`src/rtl/irq_sleep_pkg.sv`:
```
// constants, register map and state encodings of the interrupt enable and sleep block
// Operation
// - six request sources: two pins, three timers, one serial port
// - each source has its own enable bit; cleared bit blocks its request
// - bit 7 global enable blocks every request when zero
// - enable bits: 5 timer c, 4 serial, 3 timer b, 2 pin b, 1 timer a, 0 pin a
// - timer c request is overflow flag OR external flag
// - timer c flags survive vectoring; software clears whichever caused it
// - timer a/b flags set at state five phase two, sampled next cycle
// - timer c flag set at state two phase two, sampled same cycle
// - idle stops the core only; peripherals run, registers keep contents
// - idle ends on any enabled request or hardware reset
// - reset out of idle lets execution run up to two machine cycles
// - during those cycles ram writes blocked, port accesses allowed
// - power down stops oscillator after current instruction; contents kept
// - power down left only by hardware reset, never by interrupts
// - reset out of power down restores registers, leaves ram untouched
// - idle holds both strobes at one; power down holds both at zero
// - internal clock comes from a divide-by-two of the oscillator
package irq_sleep_pkg;
  // ***********************************
  // register map
  // ***********************************
  localparam logic [7:0] OFF_ENABLE = 8'h00;
  localparam logic [7:0] OFF_CTRL = 8'h04;
  localparam logic [7:0] OFF_FLAGS = 8'h08;
  localparam logic [7:0] OFF_STATUS = 8'h0c;
  localparam logic [7:0] ENABLE_RESET = 8'h00;
  localparam logic [7:0] ENABLE_WMASK = 8'hbf;
  localparam int BIT_GLOBAL = 7;
  localparam int BIT_TMR_C = 5;
  localparam int BIT_SERIAL = 4;
  localparam int BIT_TMR_B = 3;
  localparam int BIT_EXT_B = 2;
  localparam int BIT_TMR_A = 1;
  localparam int BIT_EXT_A = 0;
  localparam int NUM_SRC = 6;
  localparam int SRC_W = 3;
  localparam int CTRL_IDLE = 0;
  localparam int CTRL_PDOWN = 1;
  localparam int FLAG_W = 4;
  localparam int FLG_TA = 0;
  localparam int FLG_TB = 1;
  localparam int FLG_TC_OVF = 2;
  localparam int FLG_TC_EXT = 3;
  localparam int ST_PEND = 8;
  localparam int ST_SRC_LSB = 9;
  localparam int ST_SLEEP_LSB = 12;
  // ***********************************
  // machine cycle timing
  // ***********************************
  localparam int STATE_W = 3;
  localparam logic [2:0] LAST_STATE = 3'h5;
  localparam logic [2:0] STATE_TWO = 3'h1;
  localparam logic [2:0] STATE_FIVE = 3'h4;
  localparam logic [1:0] GRACE_LAST = 2'h1;
  // ***********************************
  // sleep states, gray along run-idle-grace
  // ***********************************
  typedef enum logic [1:0] {
    SLP_RUN = 2'h0,
    SLP_IDLE = 2'h1,
    SLP_GRACE = 2'h3,
    SLP_PDOWN = 2'h2
  } sleep_e;
endpackage : irq_sleep_pkg

```
`src/rtl/machine_cycle_timer.sv`:
```
// machine cycle phase generator from a divide-by-two of the oscillator
`timescale 1ns/100ps
module machine_cycle_timer (
  // clock and reset
  input wire logic clk,
  input wire logic rst,
  // oscillator running
  input wire logic run,
  // phase pulses
  output logic state_two_phase_two,
  output logic state_five_phase_two,
  output logic cycle_end
);
  logic half_q;
  logic half_d;
  logic [irq_sleep_pkg::STATE_W-1:0] state_q;
  logic [irq_sleep_pkg::STATE_W-1:0] state_d;

  // divide by two
  // duty cycle of the input never reaches internal timing
  always_comb begin
    half_d = half_q;
    state_d = state_q;
    if (run) begin
      half_d = ~half_q;
      if (half_q) begin
        if (state_q == irq_sleep_pkg::LAST_STATE) begin
          state_d = '0;
        end else begin
          state_d = state_q + 3'h1;
        end
      end
    end
  end

  always_ff @(posedge clk) begin
    if (rst) begin
      half_q <= 1'b0;
      state_q <= '0;
    end else begin
      half_q <= half_d;
      state_q <= state_d;
    end
  end

  assign state_two_phase_two = run & half_q & (state_q == irq_sleep_pkg::STATE_TWO);
  assign state_five_phase_two = run & half_q & (state_q == irq_sleep_pkg::STATE_FIVE);
  assign cycle_end = run & half_q & (state_q == irq_sleep_pkg::LAST_STATE);
endmodule : machine_cycle_timer

```
`src/rtl/irq_fixed_priority.sv`:
```
// fixed order pick of the lowest numbered pending request
`timescale 1ns/100ps
module irq_fixed_priority (
  // pending requests
  input wire logic [irq_sleep_pkg::NUM_SRC-1:0] req,
  // winner
  output logic any,
  output logic [irq_sleep_pkg::SRC_W-1:0] idx
);
  logic [irq_sleep_pkg::NUM_SRC-1:0] lower;
  logic [irq_sleep_pkg::NUM_SRC-1:0] win;

  // fixed order
  // bit 0 beats every other source
  genvar i;
  generate
    for (i = 0; i < irq_sleep_pkg::NUM_SRC; i++) begin : g_pick
      if (i == 0) begin : g_first
        assign lower[i] = 1'b0;
      end else begin : g_rest
        assign lower[i] = lower[i-1] | req[i-1];
      end
      assign win[i] = req[i] & ~lower[i];
    end
  endgenerate

  always_comb begin
    idx = '0;
    for (int k = 0; k < irq_sleep_pkg::NUM_SRC; k++) begin
      if (win[k]) begin
        idx = k[irq_sleep_pkg::SRC_W-1:0];
      end
    end
  end

  assign any = |req;
endmodule : irq_fixed_priority

```
`src/rtl/irq_sleep_ctrl.sv`:
```
// interrupt enable, request sampling and idle/power down control with apb registers
`timescale 1ns/100ps
module irq_sleep_ctrl (
  // clock and reset
  input wire logic clk,
  input wire logic rst,
  // apb slave
  input wire logic [7:0] paddr,
  input wire logic psel,
  input wire logic penable,
  input wire logic pwrite,
  input wire logic [31:0] pwdata,
  output logic [31:0] prdata,
  output logic pready,
  output logic pslverr,
  // request sources
  input wire logic ext_irq_pin_a_n,
  input wire logic ext_irq_pin_b_n,
  input wire logic tmr_a_overflow,
  input wire logic tmr_b_overflow,
  input wire logic tmr_c_overflow,
  input wire logic tmr_c_external,
  input wire logic serial_irq_req,
  // core side
  input wire logic irq_ack,
  input wire logic [2:0] irq_ack_src,
  output logic irq_req,
  output logic [2:0] irq_src,
  input wire logic hw_reset,
  output logic core_reset,
  output logic cpu_run,
  output logic osc_enable,
  output logic ram_write_block,
  // pins
  input wire logic core_ale,
  input wire logic core_pss,
  input wire logic ext_prog_mem,
  output logic ale_out,
  output logic program_store_strobe,
  output logic port0_float,
  output logic port2_hold_addr
);
  // ***********************************
  // declarations
  // ***********************************
  logic state_two_phase_two;
  logic state_five_phase_two;
  logic cycle_end;
  logic sfr_rst;
  logic acc;
  logic wr;
  logic mapped;
  logic [7:0] irq_mask_q, irq_mask_d;
  logic [1:0] cmd_q, cmd_d;
  logic [irq_sleep_pkg::FLAG_W-1:0] flags_q, flags_d;
  logic [irq_sleep_pkg::FLAG_W-1:0] pend_q, pend_d;
  logic [irq_sleep_pkg::FLAG_W-1:0] wclr;
  logic [irq_sleep_pkg::NUM_SRC-1:0] samp_q, samp_d;
  logic [irq_sleep_pkg::NUM_SRC-1:0] req_vec;
  logic prio_any;
  logic [2:0] prio_idx;
  logic irq_req_q;
  logic [2:0] irq_src_q;
  logic [31:0] prdata_q, prdata_d;
  irq_sleep_pkg::sleep_e state_q, state_d;
  logic [1:0] grace_q, grace_d;
  logic core_rst_q, core_rst_d;
  logic ale_q, ale_d;
  logic pss_q, pss_d;
  logic p0f_q, p0f_d;
  logic p2a_q, p2a_d;

  // ***********************************
  // timing and priority
  // ***********************************
  machine_cycle_timer u_timer (
    .clk(clk),
    .rst(rst),
    .run(osc_enable),
    .state_two_phase_two(state_two_phase_two),
    .state_five_phase_two(state_five_phase_two),
    .cycle_end(cycle_end)
  );

  assign req_vec = samp_q & irq_mask_q[irq_sleep_pkg::NUM_SRC-1:0];

  irq_fixed_priority u_prio (
    .req(req_vec),
    .any(prio_any),
    .idx(prio_idx)
  );

  // ***********************************
  // apb access
  // ***********************************
  assign acc = psel & penable;
  assign wr = acc & pwrite;
  assign mapped = (paddr == irq_sleep_pkg::OFF_ENABLE) | (paddr == irq_sleep_pkg::OFF_CTRL) |
                  (paddr == irq_sleep_pkg::OFF_FLAGS) | (paddr == irq_sleep_pkg::OFF_STATUS);
  assign pready = 1'b1;
  assign pslverr = acc & ~mapped;
  assign prdata = prdata_q;
  assign wclr = (wr && paddr == irq_sleep_pkg::OFF_FLAGS) ? pwdata[irq_sleep_pkg::FLAG_W-1:0] : '0;
  // reset leaving sleep reloads every register but the sleep state, grace count, core reset, pin outputs and machine cycle timer
  assign sfr_rst = rst | core_rst_q;

  always_comb begin
    prdata_d = prdata_q;
    if (psel && !penable && !pwrite) begin
      prdata_d = '0;
      if (paddr == irq_sleep_pkg::OFF_ENABLE) begin
        prdata_d[7:0] = irq_mask_q;
      end else if (paddr == irq_sleep_pkg::OFF_CTRL) begin
        prdata_d[1:0] = cmd_q;
      end else if (paddr == irq_sleep_pkg::OFF_FLAGS) begin
        prdata_d[irq_sleep_pkg::FLAG_W-1:0] = flags_q;
      end else if (paddr == irq_sleep_pkg::OFF_STATUS) begin
        prdata_d[irq_sleep_pkg::NUM_SRC-1:0] = samp_q;
        prdata_d[irq_sleep_pkg::ST_PEND] = irq_req_q;
        prdata_d[irq_sleep_pkg::ST_SRC_LSB +: 3] = irq_src_q;
        prdata_d[irq_sleep_pkg::ST_SLEEP_LSB +: 2] = state_q;
      end
    end
  end

  // ***********************************
  // enable register, commands, flags
  // ***********************************
  always_comb begin
    irq_mask_d = irq_mask_q;
    cmd_d = cmd_q;
    // bit layout
    // reserved bit 6 never stores, reads zero
    if (wr && paddr == irq_sleep_pkg::OFF_ENABLE) begin
      irq_mask_d = pwdata[7:0] & irq_sleep_pkg::ENABLE_WMASK;
    end
    if (wr && paddr == irq_sleep_pkg::OFF_CTRL) begin
      cmd_d = cmd_q | pwdata[1:0];
    end
    if (state_q == irq_sleep_pkg::SLP_RUN && state_d != irq_sleep_pkg::SLP_RUN) begin
      cmd_d = '0;
    end
    pend_d = pend_q | {tmr_c_external, tmr_c_overflow, tmr_b_overflow, tmr_a_overflow};
    flags_d = flags_q & ~wclr;
    if (irq_ack && irq_ack_src == irq_sleep_pkg::BIT_TMR_A[2:0]) begin
      flags_d[irq_sleep_pkg::FLG_TA] = 1'b0;
    end
    if (irq_ack && irq_ack_src == irq_sleep_pkg::BIT_TMR_B[2:0]) begin
      flags_d[irq_sleep_pkg::FLG_TB] = 1'b0;
    end
    // timer a/b flags land at state five phase two
    // set after clear so a late event wins
    if (state_five_phase_two) begin
      flags_d[irq_sleep_pkg::FLG_TB:irq_sleep_pkg::FLG_TA] =
        flags_d[irq_sleep_pkg::FLG_TB:irq_sleep_pkg::FLG_TA] |
        pend_d[irq_sleep_pkg::FLG_TB:irq_sleep_pkg::FLG_TA];
      pend_d[irq_sleep_pkg::FLG_TB:irq_sleep_pkg::FLG_TA] = '0;
    end
    // timer c flags land at state two phase two
    if (state_two_phase_two) begin
      flags_d[irq_sleep_pkg::FLG_TC_EXT:irq_sleep_pkg::FLG_TC_OVF] =
        flags_d[irq_sleep_pkg::FLG_TC_EXT:irq_sleep_pkg::FLG_TC_OVF] |
        pend_d[irq_sleep_pkg::FLG_TC_EXT:irq_sleep_pkg::FLG_TC_OVF];
      pend_d[irq_sleep_pkg::FLG_TC_EXT:irq_sleep_pkg::FLG_TC_OVF] = '0;
    end
    samp_d = samp_q;
    // one sample point: a/b flags set here are seen next cycle
    if (state_five_phase_two) begin
      samp_d[irq_sleep_pkg::BIT_EXT_A] = ~ext_irq_pin_a_n;
      samp_d[irq_sleep_pkg::BIT_TMR_A] = flags_q[irq_sleep_pkg::FLG_TA];
      samp_d[irq_sleep_pkg::BIT_EXT_B] = ~ext_irq_pin_b_n;
      samp_d[irq_sleep_pkg::BIT_TMR_B] = flags_q[irq_sleep_pkg::FLG_TB];
      samp_d[irq_sleep_pkg::BIT_SERIAL] = serial_irq_req;
      // timer c request combines both flags
      samp_d[irq_sleep_pkg::BIT_TMR_C] = flags_q[irq_sleep_pkg::FLG_TC_OVF] |
                                         flags_q[irq_sleep_pkg::FLG_TC_EXT];
    end
  end

  always_ff @(posedge clk) begin
    if (sfr_rst) begin
      irq_mask_q <= irq_sleep_pkg::ENABLE_RESET;
      cmd_q <= '0;
      flags_q <= '0;
      pend_q <= '0;
      samp_q <= '0;
      irq_req_q <= 1'b0;
      irq_src_q <= '0;
      prdata_q <= '0;
    end else begin
      irq_mask_q <= irq_mask_d;
      cmd_q <= cmd_d;
      flags_q <= flags_d;
      pend_q <= pend_d;
      samp_q <= samp_d;
      irq_req_q <= irq_mask_q[irq_sleep_pkg::BIT_GLOBAL] & prio_any;
      irq_src_q <= prio_idx;
      prdata_q <= prdata_d;
    end
  end

  assign irq_req = irq_req_q;
  assign irq_src = irq_src_q;

  // ***********************************
  // sleep control
  // ***********************************
  always_comb begin
    state_d = state_q;
    grace_d = grace_q;
    case (state_q)
      irq_sleep_pkg::SLP_RUN: begin
        // enter at a cycle boundary, after the current instruction
        if (!hw_reset && cycle_end && cmd_q[irq_sleep_pkg::CTRL_PDOWN]) begin
          state_d = irq_sleep_pkg::SLP_PDOWN;
        end else if (!hw_reset && cycle_end && cmd_q[irq_sleep_pkg::CTRL_IDLE]) begin
          state_d = irq_sleep_pkg::SLP_IDLE;
        end
      end
      irq_sleep_pkg::SLP_IDLE: begin
        // wake on reset or enabled request
        if (hw_reset) begin
          state_d = irq_sleep_pkg::SLP_GRACE;
          grace_d = '0;
        end else if (irq_req_q) begin
          state_d = irq_sleep_pkg::SLP_RUN;
        end
      end
      irq_sleep_pkg::SLP_GRACE: begin
        // at most two machine cycles before reset takes over
        if (cycle_end) begin
          grace_d = grace_q + 2'h1;
          if (grace_q == irq_sleep_pkg::GRACE_LAST) begin
            state_d = irq_sleep_pkg::SLP_RUN;
          end
        end
      end
      irq_sleep_pkg::SLP_PDOWN: begin
        // only hardware reset leaves power down
        if (hw_reset) begin
          state_d = irq_sleep_pkg::SLP_RUN;
        end
      end
      default: begin
        state_d = irq_sleep_pkg::SLP_RUN;
      end
    endcase
    core_rst_d = hw_reset & (state_d == irq_sleep_pkg::SLP_RUN);
    ale_d = core_ale;
    pss_d = core_pss;
    if (state_d == irq_sleep_pkg::SLP_IDLE) begin
      ale_d = 1'b1;
      pss_d = 1'b1;
    end else if (state_d == irq_sleep_pkg::SLP_PDOWN) begin
      ale_d = 1'b0;
      pss_d = 1'b0;
    end
    // port behaviour with external program memory
    p0f_d = ext_prog_mem & ((state_d == irq_sleep_pkg::SLP_IDLE) |
                            (state_d == irq_sleep_pkg::SLP_PDOWN));
    p2a_d = ext_prog_mem & (state_d == irq_sleep_pkg::SLP_IDLE);
  end

  always_ff @(posedge clk) begin
    if (rst) begin
      state_q <= irq_sleep_pkg::SLP_RUN;
      grace_q <= '0;
      core_rst_q <= 1'b0;
      ale_q <= 1'b0;
      pss_q <= 1'b0;
      p0f_q <= 1'b0;
      p2a_q <= 1'b0;
    end else begin
      state_q <= state_d;
      grace_q <= grace_d;
      core_rst_q <= core_rst_d;
      ale_q <= ale_d;
      pss_q <= pss_d;
      p0f_q <= p0f_d;
      p2a_q <= p2a_d;
    end
  end

  assign core_reset = core_rst_q;
  assign cpu_run = (state_q == irq_sleep_pkg::SLP_RUN) | (state_q == irq_sleep_pkg::SLP_GRACE);
  assign osc_enable = (state_q != irq_sleep_pkg::SLP_PDOWN);
  assign ram_write_block = (state_q == irq_sleep_pkg::SLP_GRACE);
  assign ale_out = ale_q;
  assign program_store_strobe = pss_q;
  assign port0_float = p0f_q;
  assign port2_hold_addr = p2a_q;

  // ***********************************
  // checks
  // ***********************************
  global_gate_a: assert property (@(posedge clk) disable iff (sfr_rst)
    !irq_mask_q[irq_sleep_pkg::BIT_GLOBAL] |=> !irq_req) else $error("request with global off");
  src_enable_a: assert property (@(posedge clk) disable iff (sfr_rst)
    irq_req |-> $past(req_vec[prio_idx])) else $error("request from disabled source");
  tmrc_or_a: assert property (@(posedge clk) disable iff (sfr_rst)
    state_five_phase_two && (flags_q[irq_sleep_pkg::FLG_TC_OVF] || flags_q[irq_sleep_pkg::FLG_TC_EXT])
    |=> samp_q[irq_sleep_pkg::BIT_TMR_C]) else $error("timer c request missing");
  tmrc_keep_a: assert property (@(posedge clk) disable iff (sfr_rst)
    irq_ack && flags_q[irq_sleep_pkg::FLG_TC_OVF] && !wclr[irq_sleep_pkg::FLG_TC_OVF]
    |=> flags_q[irq_sleep_pkg::FLG_TC_OVF]) else $error("timer c flag cleared by hardware");
  tmra_phase_a: assert property (@(posedge clk) disable iff (sfr_rst)
    $rose(flags_q[irq_sleep_pkg::FLG_TA]) |-> $past(state_five_phase_two)) else $error("timer a flag off phase");
  tmrc_phase_a: assert property (@(posedge clk) disable iff (sfr_rst)
    $rose(flags_q[irq_sleep_pkg::FLG_TC_OVF]) |-> $past(state_two_phase_two)) else $error("timer c off phase");
  idle_wake_a: assert property (@(posedge clk) disable iff (rst)
    state_q == irq_sleep_pkg::SLP_IDLE && irq_req && !hw_reset
    |=> state_q == irq_sleep_pkg::SLP_RUN) else $error("idle not left on request");
  grace_len_a: assert property (@(posedge clk) disable iff (rst)
    $rose(ram_write_block) |-> ##[1:26] !ram_write_block) else $error("grace too long");
  pdown_hold_a: assert property (@(posedge clk) disable iff (rst)
    state_q == irq_sleep_pkg::SLP_PDOWN && !hw_reset
    |=> state_q == irq_sleep_pkg::SLP_PDOWN) else $error("power down left without reset");
  idle_pins_a: assert property (@(posedge clk) disable iff (rst)
    state_q == irq_sleep_pkg::SLP_IDLE |-> ale_out && program_store_strobe)
    else $error("strobes not high in idle");
endmodule : irq_sleep_ctrl

```
`config.mk`:
```
export PLATFORM = sky130hd
export DESIGN_NAME = irq_sleep_ctrl
export DESIGN_NICKNAME = d
export VERILOG_FILES = /design/src/rtl/irq_sleep_pkg.sv /design/src/rtl/machine_cycle_timer.sv /design/src/rtl/irq_fixed_priority.sv /design/src/rtl/irq_sleep_ctrl.sv
export SDC_FILE = /design/constraint.sdc
export NUM_CORES = 1
export LEC_CHECK = 0
export BUFFER_PORTS_ARGS = -buffer_cell sky130_fd_sc_hd__buf_2
export CAP_MARGIN = 20
export CORE_MARGIN = 3
export CORE_UTILIZATION = 52
export DETAILED_ROUTE_END_ITERATION = 10
export MAX_ROUTING_LAYER = met4
export PLACE_DENSITY = 0.95
export SLEW_MARGIN = 30
export SYNTH_ARGS = -nofsm -noshare
export SYNTH_HDL_FRONTEND = slang
export SYNTH_SLANG_ARGS = --single-unit
```
`constraint.sdc`:
```
create_clock -name clk -period 5 [get_ports clk]
set_clock_uncertainty 0.2 [all_clocks]
set_input_delay 0.75 -clock clk [delete_from_list [all_inputs] [get_ports clk]]
set_output_delay 0.75 -clock clk [all_outputs]
set_load 0.05 [all_outputs]
```
; ---- After elaboration in Yosys (flattened, before gate mapping)
; Cells that the tools add are included.
[totals]
inputBits = 60
output_inout_bits = 46
reg_bits = 54
elab_cells = 144
[classes]
addsub = 2
bitwise_logic = 43
n_eq_ne = 17
reduce_logical = 26
muxes = 37
[ops]
columns = cell, count
row1 = $mux 6, 6
row2 = $mux 2, 14
row3 = $and 1x1->1, 16
row4 = $eq 8x4->1 const B, 2
row5 = $mux 3, 5
row6 = $mux 4, 3
row7 = $logic_and 1x1->1, 11
row8 = $or 1x1->1, 11
row9 = $not 1->1, 9
row10 = $eq 8x3->1 const B, 1
row11 = $logic_not 8->1, 1
row12 = $pmux 2 s4, 1
row13 = $mux 1, 7
row14 = $and 6x6->6, 1
row15 = $eq 2x1->1 const B, 3
row16 = $eq 2x2->1 const B, 3
row17 = $eq 3x1->1 const B, 2
row18 = $eq 3x3->1 const B, 2
row19 = $or 2x2->2, 3
row20 = $reduce_or 2->1, 3
row21 = $reduce_or 6->1, 1
row22 = $and 4x4->4, 1
row23 = $logic_not 2->1, 2
row24 = $ne 2x2->1 const B, 2
row25 = other kinds (12), 15

; ---- Longest topological paths before layout
[depth]
depth_word = 11
depth_mapped = 10

; ---- By module
; From an unflattened synthesis, not the netlist that was laid out.
[unflattened]
hier_cells = 273
area_unflattened_um2 = 2533.7
[by_module_without_submodules]
columns = module, area_per_inst_um2, cells_each, instances
row1 = irq_sleep_ctrl, 2277.2, 243, 1
row2 = machine_cycle_timer, 198.9, 20, 1
row3 = irq_fixed_priority, 57.6, 10, 1

; ---- Least setup slack after synthesis
; OpenSTA, ideal clock, no wires.
[synth_timing]
path_kind = input-to-output
start = input paddr[1]
end = output pslverr
stages = 3
setup_slack_ps = 2098
n_path_buf = 0
required_time_ps = 4050
t_arrival_ps = 1952
path_cell_list = or4_4 or2_2 and3_1
[synth_between]
elab_chain_cells = 6
elab_cells_between_ends = 9
cone_classes = eq/ne (3) / bitwise (5) / reduce/logical (1)
[synth_rtl]
columns = item, line_no
row1 = from (decl), irq_sleep_ctrl.sv:8  ; input wire logic [7:0] paddr,
row2 = $eq 8x3->1 or $logic_not 8->1 (tied branches), irq_sleep_ctrl.sv:98  ; assign mapped = (paddr == irq_sleep_pkg::OFF_ENABLE) | (paddr == irq_sleep_pkg::OFF_CTRL) |
row3 = $or 1x1->1 (2 in a row), irq_sleep_ctrl.sv:98
row4 = $or 1x1->1 (*), irq_sleep_ctrl.sv:99  ; (paddr == irq_sleep_pkg::OFF_FLAGS) | (paddr == irq_sleep_pkg::OFF_STATUS);
row5 = $not 1->1 (*), irq_sleep_ctrl.sv:101  ; assign pslverr = acc & ~mapped;
row6 = $and 1x1->1 (*), irq_sleep_ctrl.sv:101
row7 = to (decl), irq_sleep_ctrl.sv:15  ; output logic pslverr,
; Mark *: on every way between the ends. The rest lies on a longest branch, timed or not.

; ---- Worst setup path in the final report
; Same ends and word-level chain as after synthesis.

==> impl_metrics.csv <==
group,metric,value,unit
yosys,syn_inst,300,
routing,firstDrtPassIters,4,
layout,area_growth,12.8,%
global_route,gr-usage-met3,3.29,%
worst_setup_path,cpMaxStageDelayCell,"or4_4",
timing,rsz0062_at_grt,"false",
worst_setup_path,crit_type,"input pin to output pin",
min_path,hold_class,"register to register",
timing,drv_slew,0,
global_route,grt_use_total,20.7,%
worst_setup_path,crit_path_max_incr_delay,0.57,ns
place,dp_hpwl,4340,um
global_route,antenna_found_initial,0,
place,gp_congestion,0.878,
power_and_ir_drop,irDropWorstVdd,164,uV
routing,vias,2301,
yosys,ys.flop_type,"dfxtp_1",
global_route,grt_max_degree,31,
job,cap_violations,0,
timing,tightest_slew,0.895,ns
cts,h-tree-depth,2,
cts,clk_pin_slew,0.10,ns
run_status,outcome,"finished, final reports clean",
cts,cts_resized,0,
global_route,busiest_layer,"met2",
timing,fmax,323,MHz
timing,period_share,61.9,%
place,portBuffers,60,
timing,maxSlewHeadroom,40.0,%
die,dieArea,5910,um2
global_route,grt_use_met2,31.6,%
routing,drtAntennaViolNets,0,
cts,holdBufCountCts,0,
cts,clk_path_buf_depth,2,
layout,final_nets,418,
yosys,synth_top_family_by_area,"simple AND/OR/NAND/NOR gates",
timing,final.min_clock_period,3.10,ns
yosys,async_reset_ff_share,0,%
yosys,syn_avg_cell_area,8.70,um2
worst_setup_path,crit_chain,"buf_2 > or4_4 > or2_2 > and3_1 > buf_2",
worst_setup_path,worstPathRequired,4.05,ns
worst_setup_path,cp-end-kind,"output pin",
yosys,synth-xor-area-share,0.335,%
cts,clk-insertion-delay-late,0.31,ns
layout,n_antenna_cell,0,
cts,cts_made_buffers,5,
timing,setup_viol,0,
yosys,synth-simple-area-share,24.7,%
min_path,min_path_cells,2,
routing,avgViaCountPerCell,5.50,
cts,cts_tree,"done",
cts,cts.sinks,53,
yosys,post_synth_fa_ha_maj_area_fraction,3.83,%
yosys,synth_compound_area_share,17.0,%
yosys,synth_edf_count,0,
worst_setup_path,reg2reg_depth,9,
global_route,grt.overflow.total,0,
routing,drt_iter0_markers,113,
power_and_ir_drop,total_power,0.000774,W
yosys,synth_warnings,0,
die,initial_core_util,54.6,%
power_and_ir_drop,p_leak,1.21,nW
worst_setup_path,critical_path.startpoint_type,"input pin",
yosys,ys_ff_latch,53,
yosys,ys_seq_area_share,40.6,%
timing,finalSetupTns,0,ns
yosys,netlist-cell-type-count,49,
global_route,grt_pass1_wl,9570,um
yosys,syn_area,2610,um2
die,dieHeight,76.9,um
layout,layout-drive-gt1-share,23.1,%
cts,post-cts-setup-buffer-count,0,
worst_setup_path,worst_ep_arrival_time,2.15,ns
die,fp.dieW,76.9,um
global_route,grt_pass1_vias,2104,
global_route,grt_util_met1,26.0,%
routing,post_drt_wl_per_cell,13.9,um
die,coreArea,4790,um2
routing,wirelength,5830,um
worst_setup_path,worstPathMaxFanout,4,
cts,clock_tree.root_cell,"clkbuf_8",
die,pin_count,106,
die,rows,25,
worst_setup_path,critical_path.most_common_cell,"buf_2",
timing,finalHoldViolCount,0,
power_and_ir_drop,p_per_area,263,nW/um2
yosys,synth.mux.area_fraction,3.64,%
routing,drc_errors,0,
-- per-layer routing --
| layer | wire length, um | share of wire (%) | up-vias |
|---|---|---|---|
| li1 | - | - | 1116 |
| met1 | 2480 | 43 | 1085 |
| met2 | 2830 | 49 | 88 |
| met3 | 361 | 6.2 | 12 |
| met4 | 157 | 2.7 | 0 |
| met5 | 0 | 0 | - |
-- final timing paths --
path / start / end / slack, ns
setup / recovery: paddr[1] / pslverr / 1.90
hold / removal: prdata[4] / prdata[4] / 0.26
setup reg to reg: state_q[0] / cmd_q[1] / 2.12
hold reg to reg: prdata[4] / prdata[4] / 0.26
-- power by group --
part | switching [W] | total [W] | internal, W
clock | 0.000148 | 0.000247 | 0.0000996
sequential | 0.00000512 | 0.000433 | 0.000428
combinational | 0.0000713 | 0.0000935 | 0.0000222
-- worst max-delay path, delay by kind of cell --
kind,cells,cell delay [ns]
buffers and inverters,2,0.30
and+or+nand+nor,3,1.09
-- synth_stat cells, drive strengths merged, types with 2 or more instances --
library cell,instances,area (um2)
a211oi,5,37.5
o2bb2ai,2,17.5
nand3,17,85.1
and3,3,18.8
mux2i,5,50.1
conb,2,7.51
ha,8,100
nand2b,2,12.5
inv,11,41.3
nand2,21,78.8
o21ai,19,95.1
a22o,3,26.3
a32oi,2,17.5
dfxtp,53,1060
nand4,2,12.5
and3b,4,35.0
a22oi,7,52.6
nand3b,3,35.0
mux4,2,45.0
nor4,2,12.5
nor3,8,45.0
or4,3,26.3
and2,2,12.5
buf,22,160
a41oi,2,17.5
nor2,29,109
a41o,2,20.0
a31oi,3,18.8
or2,3,18.8
nor2b,5,31.3
nor3b,4,35.0
o211ai,2,15.0
a21oi,19,95.1
clkbuf,13,48.8
-- layout make-up --
cell class                 instances  area, um2
clock inverter                     3       21.3
clock buffer                       5       68.8
inverter                          11       41.3
timing repair buffer              60        300
fill                             414       1840
tap                               67       83.8
multi-input combinational        219       1370
sequential                        53       1060
-- sequential cells by signal, indices dropped and copies added, names as in the netlist --
name                  flops
irq_mask_q                7
prdata                   13
grace_q                   2
irq_req                   1
port0_float               1
port2_hold_addr           1
flags_q                   4
cmd_q                     2
irq_src                   3
u_timer.half_q            1
u_timer.state_q           3
state_q                   2
core_reset                1
ale_out                   1
program_store_strobe      1
samp_q                    6
pend_q                    4
-- cell families (layout without fill, tap and decap cells) --
logic type	count (synthesis)	in the layout
other	2	20
XOR/XNOR	1	1
multiplexers	7	7
adder cells (fa/ha/maj)	8	8
flip-flops	53	53
buffers and inverters	46	79
AO/OA/AOI/OAI	70	70
AND/OR/NAND/NOR	113	113
-- layout by cell type, fill, tap and decap left out, types with 7 or more instances in the layout --
| cell | instances |
|---|---|
| a22oi_1 | 7 |
| nand3_1 | 17 |
| conb_1 | 20 |
| a21oi_1 | 19 |
| inv_1 | 11 |
| nand2_1 | 21 |
| nor2_1 | 28 |
| nor3_1 | 7 |
| dfxtp_1 | 53 |
| ha_1 | 8 |
| o21ai_0 | 19 |
| buf_2 | 60 |
-- stage by stage --
| stage | std cells | instance area (um2) | setup WS (ns) | hold WS [ns] | util [%] |
|---|---|---|---|---|---|
| after CTS | 418 | 2940 | 1.90 | 0.264 | 61.5 |
| final | 418 | 2950 | 1.90 | 0.262 | 61.6 |
| after detailed placement | 410 | 2850 | 1.90 | 0.251 | 59.6 |
| after floorplan | 318 | 2680 | 2.10 | 0.226 | - |
| after global placement | 410 | 2850 | 1.92 | 0.240 | 59.6 |
| after global routing | 418 | 2950 | 1.86 | 0.284 | 61.6 |
(Power assumes the default switching activity.)
